===== config.mk =====
export PLATFORM = sky130hd
export DESIGN_NAME = dird_top
export DESIGN_NICKNAME = d
export VERILOG_FILES = /design/src/dird_pkg.sv /design/src/dird_top.sv /design/src/dird_buf2.sv
export SDC_FILE = /design/constraint.sdc
export NUM_CORES = 1
export LEC_CHECK = 0
export CAP_MARGIN = 10
export CORE_UTILIZATION = 30
export DETAILED_ROUTE_END_ITERATION = 8
export DONT_BUFFER_PORTS = 1
export PLACE_DENSITY = 0.41
export SKIP_LAST_GASP = 1
export SYNTH_ARGS = -nofsm -noshare
export SYNTH_HDL_FRONTEND = slang
export SYNTH_SLANG_ARGS = --single-unit

===== constraint.sdc =====
create_clock -name clk -period 2.5 [get_ports clk]
set_clock_uncertainty 0.2 [all_clocks]
set_input_delay 0.375 -clock clk [delete_from_list [all_inputs] [get_ports clk]]
set_output_delay 0.375 -clock clk [all_outputs]
set_load 0.005 [all_outputs]

===== src/dird_pkg.sv =====
/*
 Constants for the converter input register and segment decoder.
 Assumes a single synchronous clock domain and one sample per valid beat.
*/
// What this block does
// - Register whole 14-bit word on rising edge
// - Bit 13 is MSB, bit 0 LSB
// - Ten low bits drive binary ladder directly
// - Four high bits become fifteen segment enables
// - Straight binary: zeros zero, ones full scale
`default_nettype none
package dird_pkg;
    localparam int SAMPLE_W   = 14;
    localparam int BIN_W      = 10;
    localparam int SEG_IN_W   = 4;
    localparam int SEG_N      = 15;
    localparam int MSB_POS    = 13;
    localparam int LSB_POS    = 0;
    localparam int BUF_DEPTH  = 2;
    localparam logic [13:0] RST_SAMPLE = 14'h0000;
    localparam logic [13:0] HALF_SCALE = 14'h2000;
    localparam logic [13:0] FULL_SCALE = 14'h3fff;
    localparam int MIN_RATE_KHZ = 100;
    localparam int MAX_RATE_KHZ = 100000;
    localparam int CLK_KHZ      = 250000;
    localparam int MIN_PERIOD_CYC = (CLK_KHZ + MAX_RATE_KHZ - 1) / MAX_RATE_KHZ;
endpackage : dird_pkg
`default_nettype wire


===== src/dird_top.sv =====
/*
 Input register and split decoder of a 14-bit current-output converter.
 Assumes samples arrive synchronous to clk with a valid/ready handshake;
 the analog cells sit outside and consume the registered controls.
*/
`timescale 1ns/1ps
`default_nettype none
module dird_top
    import dird_pkg::*;
(
    // Clock and reset
    input  wire logic                clk,
    input  wire logic                rst,
    // Sample source
    input  wire logic                sample_valid,
    output logic                     sample_ready,
    input  wire logic [SAMPLE_W-1:0] sample_code_bits,
    // Current cell controls
    output logic [SAMPLE_W-1:0]      held_sample,
    output logic [BIN_W-1:0]         ladder_bits,
    output logic [SEG_N-1:0]         segment_en,
    output logic                     update_pulse
);
    // Thermometer decode, also reused by the check below
    function automatic logic [SEG_N-1:0] therm(input logic [SEG_IN_W-1:0] v);
        logic [SEG_N-1:0] t;
        t = '0;
        for (int k = 0; k < SEG_N; k++) begin
            t[k] = (v > k[SEG_IN_W-1:0]);
        end
        return t;
    endfunction : therm

    logic                buf_valid;
    logic [SAMPLE_W-1:0] buf_data;
    logic [SAMPLE_W-1:0] word_ff;
    logic [SEG_N-1:0]    seg_ff;
    logic [BIN_W-1:0]    bin_ff;
    logic                upd_ff;

    dird_buf2 #(.W(SAMPLE_W)) u_buf (
        .clk       (clk),
        .rst       (rst),
        .in_valid  (sample_valid),
        .in_ready  (sample_ready),
        .in_data   (sample_code_bits),
        .out_valid (buf_valid),
        .out_ready (1'b1),
        .out_data  (buf_data)
    );

    // Upper field is bits 13..10, lower field 9..0
    wire [SEG_IN_W-1:0] nxt_upper = buf_data[MSB_POS -: SEG_IN_W];
    wire [BIN_W-1:0]    nxt_bin   = buf_data[BIN_W-1:LSB_POS];
    wire [SEG_N-1:0]    nxt_seg   = therm(nxt_upper);

    // Segments are registered with the word so all cells switch together,
    // trading one flop stage for lower glitch from decoder skew
    always_ff @(posedge clk or posedge rst) begin
        if (rst) begin
            word_ff <= RST_SAMPLE;
            seg_ff  <= '0;
            bin_ff  <= '0;
            upd_ff  <= 1'b0;
        end else begin
            upd_ff <= buf_valid;
            if (buf_valid) begin
                word_ff <= buf_data;
                seg_ff  <= nxt_seg;
                bin_ff  <= nxt_bin;
            end
        end
    end

    assign held_sample  = word_ff;
    assign ladder_bits  = bin_ff;
    assign segment_en   = seg_ff;
    assign update_pulse = upd_ff;

    property p_load_on_valid;
        @(posedge clk) disable iff (rst)
        buf_valid |=> (held_sample == $past(buf_data));
    endproperty
    a_load_on_valid: assert property (p_load_on_valid)
        else $error("word not loaded");

    property p_hold_idle;
        @(posedge clk) disable iff (rst)
        !buf_valid |=> $stable(held_sample) && !update_pulse;
    endproperty
    a_hold_idle: assert property (p_hold_idle)
        else $error("word changed without sample");

    property p_ladder;
        @(posedge clk) disable iff (rst)
        ladder_bits == held_sample[9:0];
    endproperty
    a_ladder: assert property (p_ladder)
        else $error("ladder bits mismatch");

    property p_seg_count;
        @(posedge clk) disable iff (rst)
        $countones(segment_en) == held_sample[13:10];
    endproperty
    a_seg_count: assert property (p_seg_count)
        else $error("segment count wrong");

    property p_therm_shape;
        @(posedge clk) disable iff (rst)
        segment_en == therm(held_sample[13:10]);
    endproperty
    a_therm_shape: assert property (p_therm_shape)
        else $error("segment pattern not thermometer");

    property p_msb_order;
        @(posedge clk) disable iff (rst)
        buf_valid && buf_data[13] |=> segment_en[7];
    endproperty
    a_msb_order: assert property (p_msb_order)
        else $error("bit 13 not treated as MSB");

    property p_full;
        @(posedge clk) disable iff (rst)
        held_sample == FULL_SCALE |-> (&segment_en) && (&ladder_bits);
    endproperty
    a_full: assert property (p_full)
        else $error("full scale not all on");

    property p_half;
        @(posedge clk) disable iff (rst)
        held_sample == HALF_SCALE |-> segment_en == 15'h00ff
            && ladder_bits == '0;
    endproperty
    a_half: assert property (p_half)
        else $error("half scale wrong");

    property p_zero;
        @(posedge clk) disable iff (rst)
        held_sample == RST_SAMPLE |-> segment_en == '0 && ladder_bits == '0;
    endproperty
    a_zero: assert property (p_zero)
        else $error("zero code not all off");

    property p_pulse;
        @(posedge clk) disable iff (rst)
        update_pulse |-> $past(buf_valid);
    endproperty
    a_pulse: assert property (p_pulse)
        else $error("update pulse without sample");

    // Drain never stalls, so the buffer can never fill
    property p_ready_free;
        @(posedge clk) disable iff (rst)
        sample_ready;
    endproperty
    a_ready_free: assert property (p_ready_free)
        else $error("input buffer refused a sample");

    property p_take_buf;
        @(posedge clk) disable iff (rst)
        sample_valid && sample_ready |=>
            buf_valid && (buf_data == $past(sample_code_bits));
    endproperty
    a_take_buf: assert property (p_take_buf)
        else $error("taken sample not buffered");

    property p_take_latency;
        @(posedge clk) disable iff (rst)
        sample_valid && sample_ready |-> ##2
            (update_pulse && (held_sample == $past(sample_code_bits, 2)));
    endproperty
    a_take_latency: assert property (p_take_latency)
        else $error("sample not loaded two cycles after take");

    property p_no_take_quiet;
        @(posedge clk) disable iff (rst)
        !(sample_valid && sample_ready) |-> ##2 !update_pulse;
    endproperty
    a_no_take_quiet: assert property (p_no_take_quiet)
        else $error("update without a taken sample");

    property p_stable_ctrl;
        @(posedge clk) disable iff (rst)
        !buf_valid |=> $stable(ladder_bits) && $stable(segment_en);
    endproperty
    a_stable_ctrl: assert property (p_stable_ctrl)
        else $error("cell controls changed without sample");

    property p_pulse_data;
        @(posedge clk) disable iff (rst)
        update_pulse |-> held_sample == $past(buf_data);
    endproperty
    a_pulse_data: assert property (p_pulse_data)
        else $error("update pulse with wrong word");

    property p_one_segment;
        @(posedge clk) disable iff (rst)
        held_sample[13:10] == 4'h1 |-> segment_en == 15'h0001;
    endproperty
    a_one_segment: assert property (p_one_segment)
        else $error("first segment carry wrong");

    // Thermometer form without the shared decode function
    property p_thermo_form;
        @(posedge clk) disable iff (rst)
        ((segment_en + 15'h0001) & segment_en) == 15'h0000;
    endproperty
    a_thermo_form: assert property (p_thermo_form)
        else $error("segment enables have a gap");

    property p_weight_sum;
        @(posedge clk) disable iff (rst)
        {4'($countones(segment_en)), ladder_bits} == held_sample;
    endproperty
    a_weight_sum: assert property (p_weight_sum)
        else $error("cell weights do not sum to the code");

    // Each enable checked alone, so one stuck cell is named by its index
    for (genvar k = 0; k < SEG_N; k++) begin : g_seg_chk
        property p_seg_bit;
            @(posedge clk) disable iff (rst)
            segment_en[k] == (held_sample[13:10] > k);
        endproperty
        a_seg_bit: assert property (p_seg_bit)
            else $error("segment enable out of order");
    end
endmodule : dird_top
`default_nettype wire


===== src/dird_buf2.sv =====
/*
 Two-entry valid/ready buffer in flip-flops.
 Assumes one clock and an asynchronous active-high reset.
*/
`timescale 1ns/1ps
`default_nettype none
module dird_buf2
    import dird_pkg::*;
#(
    parameter int W = SAMPLE_W
) (
    // Clock and reset
    input  wire logic         clk,
    input  wire logic         rst,
    // Fill side
    input  wire logic         in_valid,
    output logic              in_ready,
    input  wire logic [W-1:0] in_data,
    // Drain side
    output logic              out_valid,
    input  wire logic         out_ready,
    output logic [W-1:0]      out_data
);
    logic [W-1:0] mem_ff [BUF_DEPTH];
    logic         rd_ptr_ff;
    logic         wr_ptr_ff;
    logic [1:0]   cnt_ff;
    wire          do_wr = in_valid && in_ready;
    wire          do_rd = out_valid && out_ready;

    // Full and empty are exact, so back-pressure reaches the source
    assign in_ready  = (cnt_ff != 2'h2);
    assign out_valid = (cnt_ff != 2'h0);
    assign out_data  = mem_ff[rd_ptr_ff];

    always_ff @(posedge clk or posedge rst) begin
        if (rst) begin
            rd_ptr_ff <= 1'b0;
            wr_ptr_ff <= 1'b0;
            cnt_ff    <= 2'h0;
            mem_ff[0] <= '0;
            mem_ff[1] <= '0;
        end else begin
            if (do_wr) begin
                mem_ff[wr_ptr_ff] <= in_data;
                wr_ptr_ff         <= ~wr_ptr_ff;
            end
            if (do_rd) begin
                rd_ptr_ff <= ~rd_ptr_ff;
            end
            cnt_ff <= cnt_ff + {1'b0, do_wr} - {1'b0, do_rd};
        end
    end
endmodule : dird_buf2
`default_nettype wire


==> out/metrics.csv, run 1 <==
stage,metric,value,unit
status,status,"finished, final reports clean",
floorplan,die footprint,9240,µm²
logic_synthesis,Mapped Avg Cell Area,13.6,µm²
timing,post-route setup TNS,0,ps
placed_design,RePlAce Congestion,0.776,
floorplan,FP Rows,33,
floorplan,Starting Density,0.317,
worst_setup_path,Buf/Inv on CP,0,
grt,first-pass GRT wire length,8.74,mm
route,drt via density,4.82,
worst_setup_path,critical path capture point type,flip-flop,
logic_synthesis,area share of and/or/nand/nor cells after synthesis,0.0777,
logic_synthesis,"area leader, netlist",dfrtp_1,
clock_network,TritonCTS Buffers,9,
final_layout,layout cells sized above 1,0.248,
clock_network,CTS Sinks,61,
logic_synthesis,Ys Warns,0,
clock_network,worst-case clock buffer depth,2,
grt,met3 Track Usage GR,0.0434,
clock_network,hold buffers post-CTS,16,
placed_design,Placed Area,2690,µm²
timing,Slew @ Worst Pin,675,ps
clock_network,# Post-CTS Setup Buffers,0,
worst_setup_path,CP Cell Sequence,mux2i_1 -> nor2_2 -> a221o_1,
logic_synthesis,post-synthesis mux area share,0.201,
grt,GRT Total Usage,0.132,
min_path,worst hold path class,in2reg,
final_layout,# nets final,226,
logic_synthesis,post-synthesis compound-gate area fraction,0.0810,
clock_network,H-Tree Depth,3,
timing,crit share post-route,0.769,
worst_setup_path,max incr delay on CP,640,ps
worst_setup_path,crit start category,flip-flop,
timing,Hold Fails Final Rpt,0,
flow_run,max cap viols,0,
grt,vias in the first global route,1636,
logic_synthesis,main combinational cell family by area after synthesis,multiplexers,
timing,number of setup violations in the final report,0,
logic_synthesis,Synth Area in XOR/XNOR,0.00659,
timing,Tmin final,1920,ps
logic_synthesis,register bit count reported by yosys,61,
route,Pre-antenna DRT Iters,5,
placed_design,number of port buffers,0,
worst_setup_path,crit-path max FO,13,
route,Residual DRC,0,
power,worst vdd ir,454,µV
final_layout,# diodes,0,
worst_setup_path,Worst Path Required,2510,ps
timing,fin. max-slew vios,0,
grt,largest net degree at the start of global routing,32,
power,Leak,1.41,nW
clock_network,"Clk pin slew, worst setup/hold paths",70,ps
grt,global-route track usage on met2,0.206,
clock_network,CTS tree,built,
worst_setup_path,CP top delay family,flip-flops,
grt,met1 Usage GRT,0.162,
logic_synthesis,Synth top area share,0.574,
logic_synthesis,Synth Area in Adders,0,
placed_design,pre-CTS WS,596,ps
logic_synthesis,register area share after synthesis,0.574,
timing,unrepaired setup endpoints after global routing,no,
route,WL/cell,17.1,µm
final_layout,Finished Layout Cells,319,
clock_network,clk_lat worst skew,320,ps
logic_synthesis,ranking of synthesized cells by area,"dfrtp_1 (57%), mux2_4 (11%), mux2i_1 (4.9%)",
route,Post-DRT Antenna Nets,0,
logic_synthesis,Syn Inst Count,196,
final_layout,final standard cell area without fillers,3100,µm²
timing,maximum clock frequency,520,MHz
logic_synthesis,library cells used by synthesis,36,
floorplan,core area,8380,µm²
grt,busiest layer in global routing,met2,
placed_design,Placed Cells,287,
route,DR vias,1539,
final_layout,P&R area growth vs syn,16.5,%
worst_setup_path,WP data arrival,1940,ps
route,Routed WL,5.47,mm
logic_synthesis,Syn Nets,213,
floorplan,I/O pin count,58,
worst_setup_path,CP max-delay cell,dfrtp_1,
power,Cell Pwr Density,1320,nW/µm²
floorplan,chip width,96.1,µm
clock_network,clock root cell,clkbuf_8,
timing,worst setup slack after layout,578,ps
placed_design,DP Wirelength,3.72,mm
clock_network,post_cts resized,0,
route,Iteration-0 DRC Markers,28,
power,total chip power,4.07,mW
timing,Slew HR,0.549,
logic_synthesis,Mapped Area,2660,µm²
worst_setup_path,Crit Path Category,reg2reg,
floorplan,die span in y,96.1,µm
grt,initial antenna violation count,0,
grt,grt ovf,0,
-- cell families after synthesis --
group | count (synthesis)
buf+inv | 22
flops | 61
compound gates | 32
xor+xnor | 2
simple gates | 37
mux | 42
-- final cells by class --
cell class                 instances  area [µm²]
fill                             801        5290
sequential                        61        1530
multi-input combinational        113         973
timing repair buffer              21         210
clock buffer                      13         179
tap                              105         131
clock inverter                     3        65.1
inverter                           3        11.3
-- registers in the layout, summed over array words and instances, names as in the netlist --
| signal | cells |
|---|---|
| update_pulse | 1 |
| u_buf.wr_ptr_ff | 1 |
| u_buf.rd_ptr_ff | 1 |
| held_sample | 13 |
| u_buf.mem_ff | 28 |
| segment_en | 15 |
| u_buf.cnt_ff | 2 |
-- Yosys cell counts --
cell type,instances
dfrtp_1,61
mux2_4,20
nand2_1,15
buf_4,13
mux2i_1,13
o21ai_1,9
nor2_1,6
a21oi_1,5
a22o_1,5
mux2_1,4
mux2_2,4
o22a_1,4
buf_2,3
buf_6,3
nand3_1,3
nor3_1,3
o21ai_0,3
inv_1,2
nor2_2,2
xnor2_1,2
a21o_1,1
a221o_1,1
a32o_1,1
a41oi_1,1
and2_1,1
inv_2,1
mux2i_2,1
nand2b_1,1
nand2b_4,1
nand3_4,1
nand3b_1,1
nand3b_4,1
nor3b_1,1
o211ai_1,1
o21a_1,1
or2_1,1
-- worst reg2reg max path, delay by kind of cell (launching register included) --
family | cells | cell delay [ps]
AOI/OAI and AO/OA | 1 | 300
DFF | 1 | 640
and+or+nand+nor | 1 | 160
muxes | 1 | 510
-- worst paths after layout --
check	from	to	slack, ps	cells after the start
setup / recovery	u_buf.rd_ptr_ff	segment_en[4]	580	3
hold / removal	sample_valid	u_buf.mem_ff[4]	280	2
setup reg to reg	u_buf.rd_ptr_ff	segment_en[4]	580	3
hold reg to reg	u_buf.mem_ff[22]	u_buf.mem_ff[22]	290	1
max in group asynchronous	rst	segment_en[8]	1070	3
min in group asynchronous	rst	held_sample[2]	410	2
-- metal layers --
layer,part of all wire,routed length (µm)
met1,0.44,2400
met5,0,0
met4,0.012,68
met3,0.051,276
met2,0.50,2720
-- where the power goes --
group          internal, mW  switching [mW]  total, mW
registers              1.45           0.424       1.87
logic                 0.661           0.503       1.16
clock network         0.669           0.369       1.04
-- stage by stage --
stage	hold slack [ps]	utilization
floorplan	264	-
global placement	187	0.321
detailed placement	201	0.321
CTS	275	0.369
global route	289	0.369
finish	283	0.369
-- cell usage in the layout, fill, tap and decap left out, drive strengths merged, types with 3 or more instances in the layout --
| master | synthesis | routed |
|---|---|---|
| nand3 | 4 | 4 |
| mux2i | 14 | 14 |
| nand2 | 15 | 15 |
| a21oi | 5 | 5 |
| o22a | 4 | 4 |
| nor2 | 8 | 8 |
| a22o | 5 | 5 |
| dfrtp | 61 | 61 |
| buf | 19 | 5 |
| o21ai | 12 | 12 |
| nor3 | 3 | 3 |
| inv | 3 | 3 |
| mux2 | 28 | 28 |
| dlygate4sd3 | 0 | 16 |
| clkbuf | 0 | 13 |
No activity file was read; power rests on OpenSTA's default activity.
==> run 2: changes to the inputs <==
==> constraint.sdc (replaced) <==
create_clock -name clk -period 1.8 [get_ports clk]
set_clock_uncertainty 0.2 [all_clocks]
set_input_delay 0.27 -clock clk [delete_from_list [all_inputs] [get_ports clk]]
set_output_delay 0.27 -clock clk [all_outputs]
set_load 0.005 [all_outputs]
==> out/metrics.csv, run 2 (same netlist as run 1, synthesis figures left out) <==
stage,metric,value,unit
route,Iteration-0 DRC Markers,55,
final_layout,"Most flops, register",u_buf.mem_ff,
final_layout,# diodes,0,
final_layout,layout cells sized above 1,0.241,
min_path,worst hold start,sample_valid,
worst_setup_path,CP top delay family,flip-flops,
clock_network,worst-case clock buffer depth,2,
power,Sw Ratio,0.323,
route,Pre-antenna DRT Iters,4,
status,status,"finished, final reports clean",
power,Cell Int Power,3.70,mW
final_layout,"most common cell after layout, fill and taps aside",dfrtp_1,
clock_network,CTS tree,built,
clock_network,H-Tree Depth,3,
timing,Slew @ Worst Pin,498,ps
route,DR vias,1513,
worst_setup_path,Critical R2R Capture,segment_en[4],
grt,GRT Total Usage,0.129,
worst_setup_path,Buf/Inv on CP,1,
worst_setup_path,r2r worst-path depth,4,
route,Residual DRC,0,
route,Routed WL,5.27,mm
clock_network,"Clk pin slew, worst setup/hold paths",70,ps
clock_network,# Post-CTS Setup Buffers,0,
final_layout,most frequent cells in the layout,"dfrtp_1 (61), mux2_4 (20), dlygate4sd3_1 (16)",
power,Net Switching,1.76,mW
floorplan,chip width,96.1,µm
final_layout,Finished Layout Cells,321,
clock_network,clock root cell,clkbuf_8,
timing,maximum clock frequency,591,MHz
route,WL/cell,16.4,µm
route,Post-DRT Antenna Nets,0,
route,drt via density,4.71,
floorplan,FP Rows,33,
power,worst vdd ir,658,µV
grt,first-pass GRT wire length,8.58,mm
worst_setup_path,CP Cell Sequence,mux2i_2 -> buf_4 -> nor2_1 -> a221o_1,
floorplan,die span in y,96.1,µm
placed_design,RePlAce Congestion,0.786,
timing,fin. max-slew vios,0,
placed_design,DP Wirelength,3.65,mm
worst_setup_path,CP max-delay cell,dfrtp_1,
route,met1 WL,2.42,mm
clock_network,post_cts resized,0,
timing,crit share post-route,0.939,
flow_run,max cap viols,0,
route,DR top layer,met4,
placed_design,number of port buffers,0,
worst_setup_path,Worst Path Required,1810,ps
timing,Hold Fails Final Rpt,0,
worst_setup_path,critical path capture point type,flip-flop,
worst_setup_path,crit start category,flip-flop,
worst_setup_path,crit-path max FO,10,
min_path,worst hold path class,in2reg,
timing,post-route setup TNS,0,ps
power,Leak,1.39,nW
route,met3 wire len,284,µm
power,Clock power frac,0.219,
min_path,Hold Path Stages,2,
floorplan,I/O pin count,58,
min_path,hold endpoint,u_buf.mem_ff[6],
floorplan,Starting Density,0.317,
clock_network,TritonCTS Buffers,9,
grt,vias in the first global route,1638,
power,sequential fraction of design power,0.473,
worst_setup_path,max incr delay on CP,550,ps
clock_network,CTS Sinks,61,
final_layout,max FFs per register,28,
clock_network,hold buffers post-CTS,16,
timing,unrepaired setup endpoints after global routing,no,
power,Logic pwr share,0.309,
timing,Tmin final,1690,ps
grt,initial antenna violation count,0,
power,Cell Pwr Density,1780,nW/µm²
placed_design,Placed Cells,290,
clock_network,clk_lat worst skew,330,ps
grt,grt ovf,0,
floorplan,die footprint,9240,µm²
floorplan,core area,8380,µm²
final_layout,# nets final,229,
timing,number of setup violations in the final report,0,
worst_setup_path,"reg-to-reg slack, setup",110,ps
timing,Slew HR,0.667,
final_layout,P&R area growth vs syn,15.6,%
worst_setup_path,R2R Path Start,u_buf.rd_ptr_ff,
worst_setup_path,Crit Path Category,reg2reg,
grt,largest net degree at the start of global routing,41,
route,met2 routed WL,2.49,mm
worst_setup_path,WP data arrival,1710,ps
run 2: cell count changes in the layout (fill, tap and decap cells not counted), sizes merged:
cell / change
clkbuf: +1
clkinvlp: +1
inv: -1
buf: +3
clkinv: -1
bufinv: -1
run 2: layout make-up:
class                   instances  area, µm²
clock inverters                 1       30.0
inverters                       3       15.0
clock buffers                  14        163
fillers                       818       5310
flip-flops and latches         61       1530
multi-input cells             113        973
well taps                     105        131
repair buffers                 24        233
run 2: power by group through the flow:
stage / sequential (mW) / clock [mW] / combinational [mW]
floorplan: 2.41 / 0 / 1.58
finish: 2.58 / 1.19 / 1.68
global route: 2.68 / 1.31 / 1.86
global placement: 2.59 / 0 / 1.64
CTS: 2.59 / 1.25 / 1.71
detailed placement: 2.62 / 0 / 1.66
run 2: how the worst max path moves through the flow:
stage	start	to	slack, ps	cells after the start
6_report	u_buf.rd_ptr_ff	segment_en[4]	110	4
4_1_cts	u_buf.rd_ptr_ff	segment_en[4]	120	4
5_1_grt	u_buf.rd_ptr_ff	segment_en[14]	40	4
3_5_place_dp	u_buf.rd_ptr_ff	segment_en[14]	130	4
2_1_floorplan	u_buf.rd_ptr_ff	segment_en[4]	310	3
3_3_place_gp	u_buf.rd_ptr_ff	segment_en[14]	190	4
run 2: metrics by stage:
| stage | power, mW | utilization | instance area (µm²) | setup slack (ps) | hold WS (ps) |
|---|---|---|---|---|---|
| floorplan | 3.99 | - | 2660 | 313 | 178 |
| global placement | 4.23 | 0.324 | 2720 | 191 | -8.60 |
| detailed placement | 4.28 | 0.324 | 2720 | 131 | -5.36 |
| CTS | 5.56 | 0.366 | 3070 | 118 | 160 |
| global route | 5.85 | 0.366 | 3070 | 37.1 | 179 |
| finish | 5.46 | 0.366 | 3070 | 109 | 169 |
run 2: metal layers:
metal / vias up / GRT usage
met2: 32 / 0.191
met1: 764 / 0.168
met5: - / 0
li1: 710 / -
met4: 0 / 0.0634
met3: 7 / 0.0442
==> run 3: changes to the inputs <==
--- a/config.mk
+++ b/config.mk
@@ -5,11 +5,11 @@
 export SDC_FILE = /design/constraint.sdc
 export NUM_CORES = 1
 export LEC_CHECK = 0
+export BUFFER_PORTS_ARGS = -buffer_cell sky130_fd_sc_hd__buf_2
 export CAP_MARGIN = 10
-export CORE_UTILIZATION = 30
+export CORE_UTILIZATION = 35
 export DETAILED_ROUTE_END_ITERATION = 8
-export DONT_BUFFER_PORTS = 1
-export PLACE_DENSITY = 0.41
+export PLACE_DENSITY = 0.52
 export SKIP_LAST_GASP = 1
 export SYNTH_ARGS = -nofsm -noshare
 export SYNTH_HDL_FRONTEND = slang
==> out/metrics.csv, run 3 (same netlist as run 1, synthesis figures left out) <==
stage,metric,value,unit
status,status,"finished, final reports clean",
final_layout,# diodes,0,
worst_setup_path,crit start category,flip-flop,
route,met3 wire len,215,µm
timing,maximum clock frequency,592,MHz
grt,vias in the first global route,1599,
grt,GRT Total Usage,0.146,
worst_setup_path,CP max-delay cell,dfrtp_1,
worst_setup_path,crit-path max FO,12,
worst_setup_path,CP Cell Sequence,mux2i_2 -> buf_4 -> o211ai_1 -> a22o_1,
min_path,hold endpoint,u_buf.cnt_ff[0],
floorplan,Starting Density,0.364,
clock_network,H-Tree Depth,3,
route,DR top layer,met4,
timing,crit share post-route,0.938,
timing,post-route setup TNS,0,ps
power,worst vdd ir,530,µV
worst_setup_path,r2r worst-path depth,4,
route,Iteration-0 DRC Markers,100,
clock_network,TritonCTS Buffers,9,
power,Cell Pwr Density,1700,nW/µm²
route,WL/cell,14.0,µm
floorplan,chip width,89.1,µm
timing,fin. max-slew vios,0,
worst_setup_path,Worst Path Required,1820,ps
worst_setup_path,critical path capture point type,flip-flop,
floorplan,FP Rows,31,
route,Residual DRC,0,
timing,Slew @ Worst Pin,396,ps
flow_run,max cap viols,0,
worst_setup_path,R2R Path Start,u_buf.rd_ptr_ff,
clock_network,clk_lat worst skew,330,ps
final_layout,final core occ,0.454,
clock_network,CTS Sinks,61,
clock_network,CTS tree,built,
min_path,worst hold start,sample_valid,
final_layout,"Most flops, register",u_buf.mem_ff,
floorplan,die span in y,89.1,µm
worst_setup_path,Crit Path Category,reg2reg,
clock_network,"Clk pin slew, worst setup/hold paths",70,ps
floorplan,core area,7290,µm²
worst_setup_path,WP data arrival,1710,ps
route,Routed WL,5.19,mm
grt,initial antenna violation count,0,
timing,Slew HR,0.736,
route,Post-DRT Antenna Nets,0,
worst_setup_path,"reg-to-reg slack, setup",110,ps
placed_design,DP Wirelength,3.38,mm
timing,Hold Fails Final Rpt,0,
route,met1 WL,2.56,mm
placed_design,RePlAce Congestion,0.721,
worst_setup_path,max incr delay on CP,580,ps
clock_network,clock root cell,clkbuf_8,
clock_network,# Post-CTS Setup Buffers,0,
final_layout,"most common cell after layout, fill and taps aside",dfrtp_1,
final_layout,max FFs per register,28,
route,drt via density,4.51,
timing,Tmin final,1690,ps
final_layout,# nets final,283,
route,DR vias,1669,
min_path,worst hold path class,in2reg,
final_layout,most frequent cells in the layout,"dfrtp_1 (61), buf_2 (57), mux2_4 (20)",
grt,largest net degree at the start of global routing,62,
route,met2 routed WL,2.36,mm
timing,unrepaired setup endpoints after global routing,no,
min_path,Hold Path Stages,2,
power,Leak,1.60,nW
final_layout,layout cells sized above 1,0.406,
placed_design,number of port buffers,57,
grt,first-pass GRT wire length,8.29,mm
floorplan,die footprint,7950,µm²
grt,grt ovf,0,
floorplan,I/O pin count,58,
timing,number of setup violations in the final report,0,
worst_setup_path,Critical R2R Capture,segment_en[10],
worst_setup_path,Buf/Inv on CP,1,
final_layout,P&R area growth vs syn,24.5,%
worst_setup_path,CP top delay family,flip-flops,
clock_network,worst-case clock buffer depth,2,
route,Pre-antenna DRT Iters,4,
## run 3: final cells by class
cell class | instances | area (µm²)
clock buffer | 12 | 155
clock inverter | 4 | 22.5
fill | 707 | 3980
inverter | 3 | 15.0
multi-input combinational | 113 | 973
sequential | 61 | 1530
tap | 99 | 124
timing repair buffer | 78 | 493
## run 3: how the worst max path moves through the flow
stage | startpoint | endpoint | slack (ps) | cells past startpoint
after floorplan | u_buf.rd_ptr_ff | segment_en[4] | 310 | 3
after global placement | u_buf.rd_ptr_ff | segment_en[10] | 170 | 4
after detailed placement | u_buf.rd_ptr_ff | segment_en[10] | 130 | 4
after CTS | u_buf.rd_ptr_ff | segment_en[10] | 120 | 4
after global routing | u_buf.rd_ptr_ff | segment_en[2] | 10 | 4
final | u_buf.rd_ptr_ff | segment_en[10] | 110 | 4
## run 3: power by group
part,leakage (nW),switching [mW],internal (mW)
clock,0.0921,0.524,0.568
combinational,0.789,0.866,1.21
sequential,0.719,0.455,2.01
total,1.60,1.85,3.79
## run 3: layer usage
| metal | GRT usage | up-vias |
|---|---|---|
| met3 | 0.0600 | 2 |
| met1 | 0.190 | 810 |
| met4 | 0.0563 | 0 |
| li1 | - | 818 |
| met2 | 0.218 | 39 |
| met5 | 0 | - |
## run 3: what timing repair did
action,4_1_cts,5_1_grt
hold buffers,15,0
hold endpoints to repair,89,0
resized for setup,0,0
## run 3: through the flow
step	total power, mW	hold slack [ps]	setup slack, ps	instance area, µm²	std cells
3_5_place_dp	4.58	185	132	2980	339
6_report	5.64	39.5	111	3310	370
5_1_grt	6.07	30.4	10.7	3310	370
4_1_cts	5.71	30.2	121	3310	370
2_1_floorplan	3.99	178	313	2660	196
3_3_place_gp	4.52	185	167	2980	339
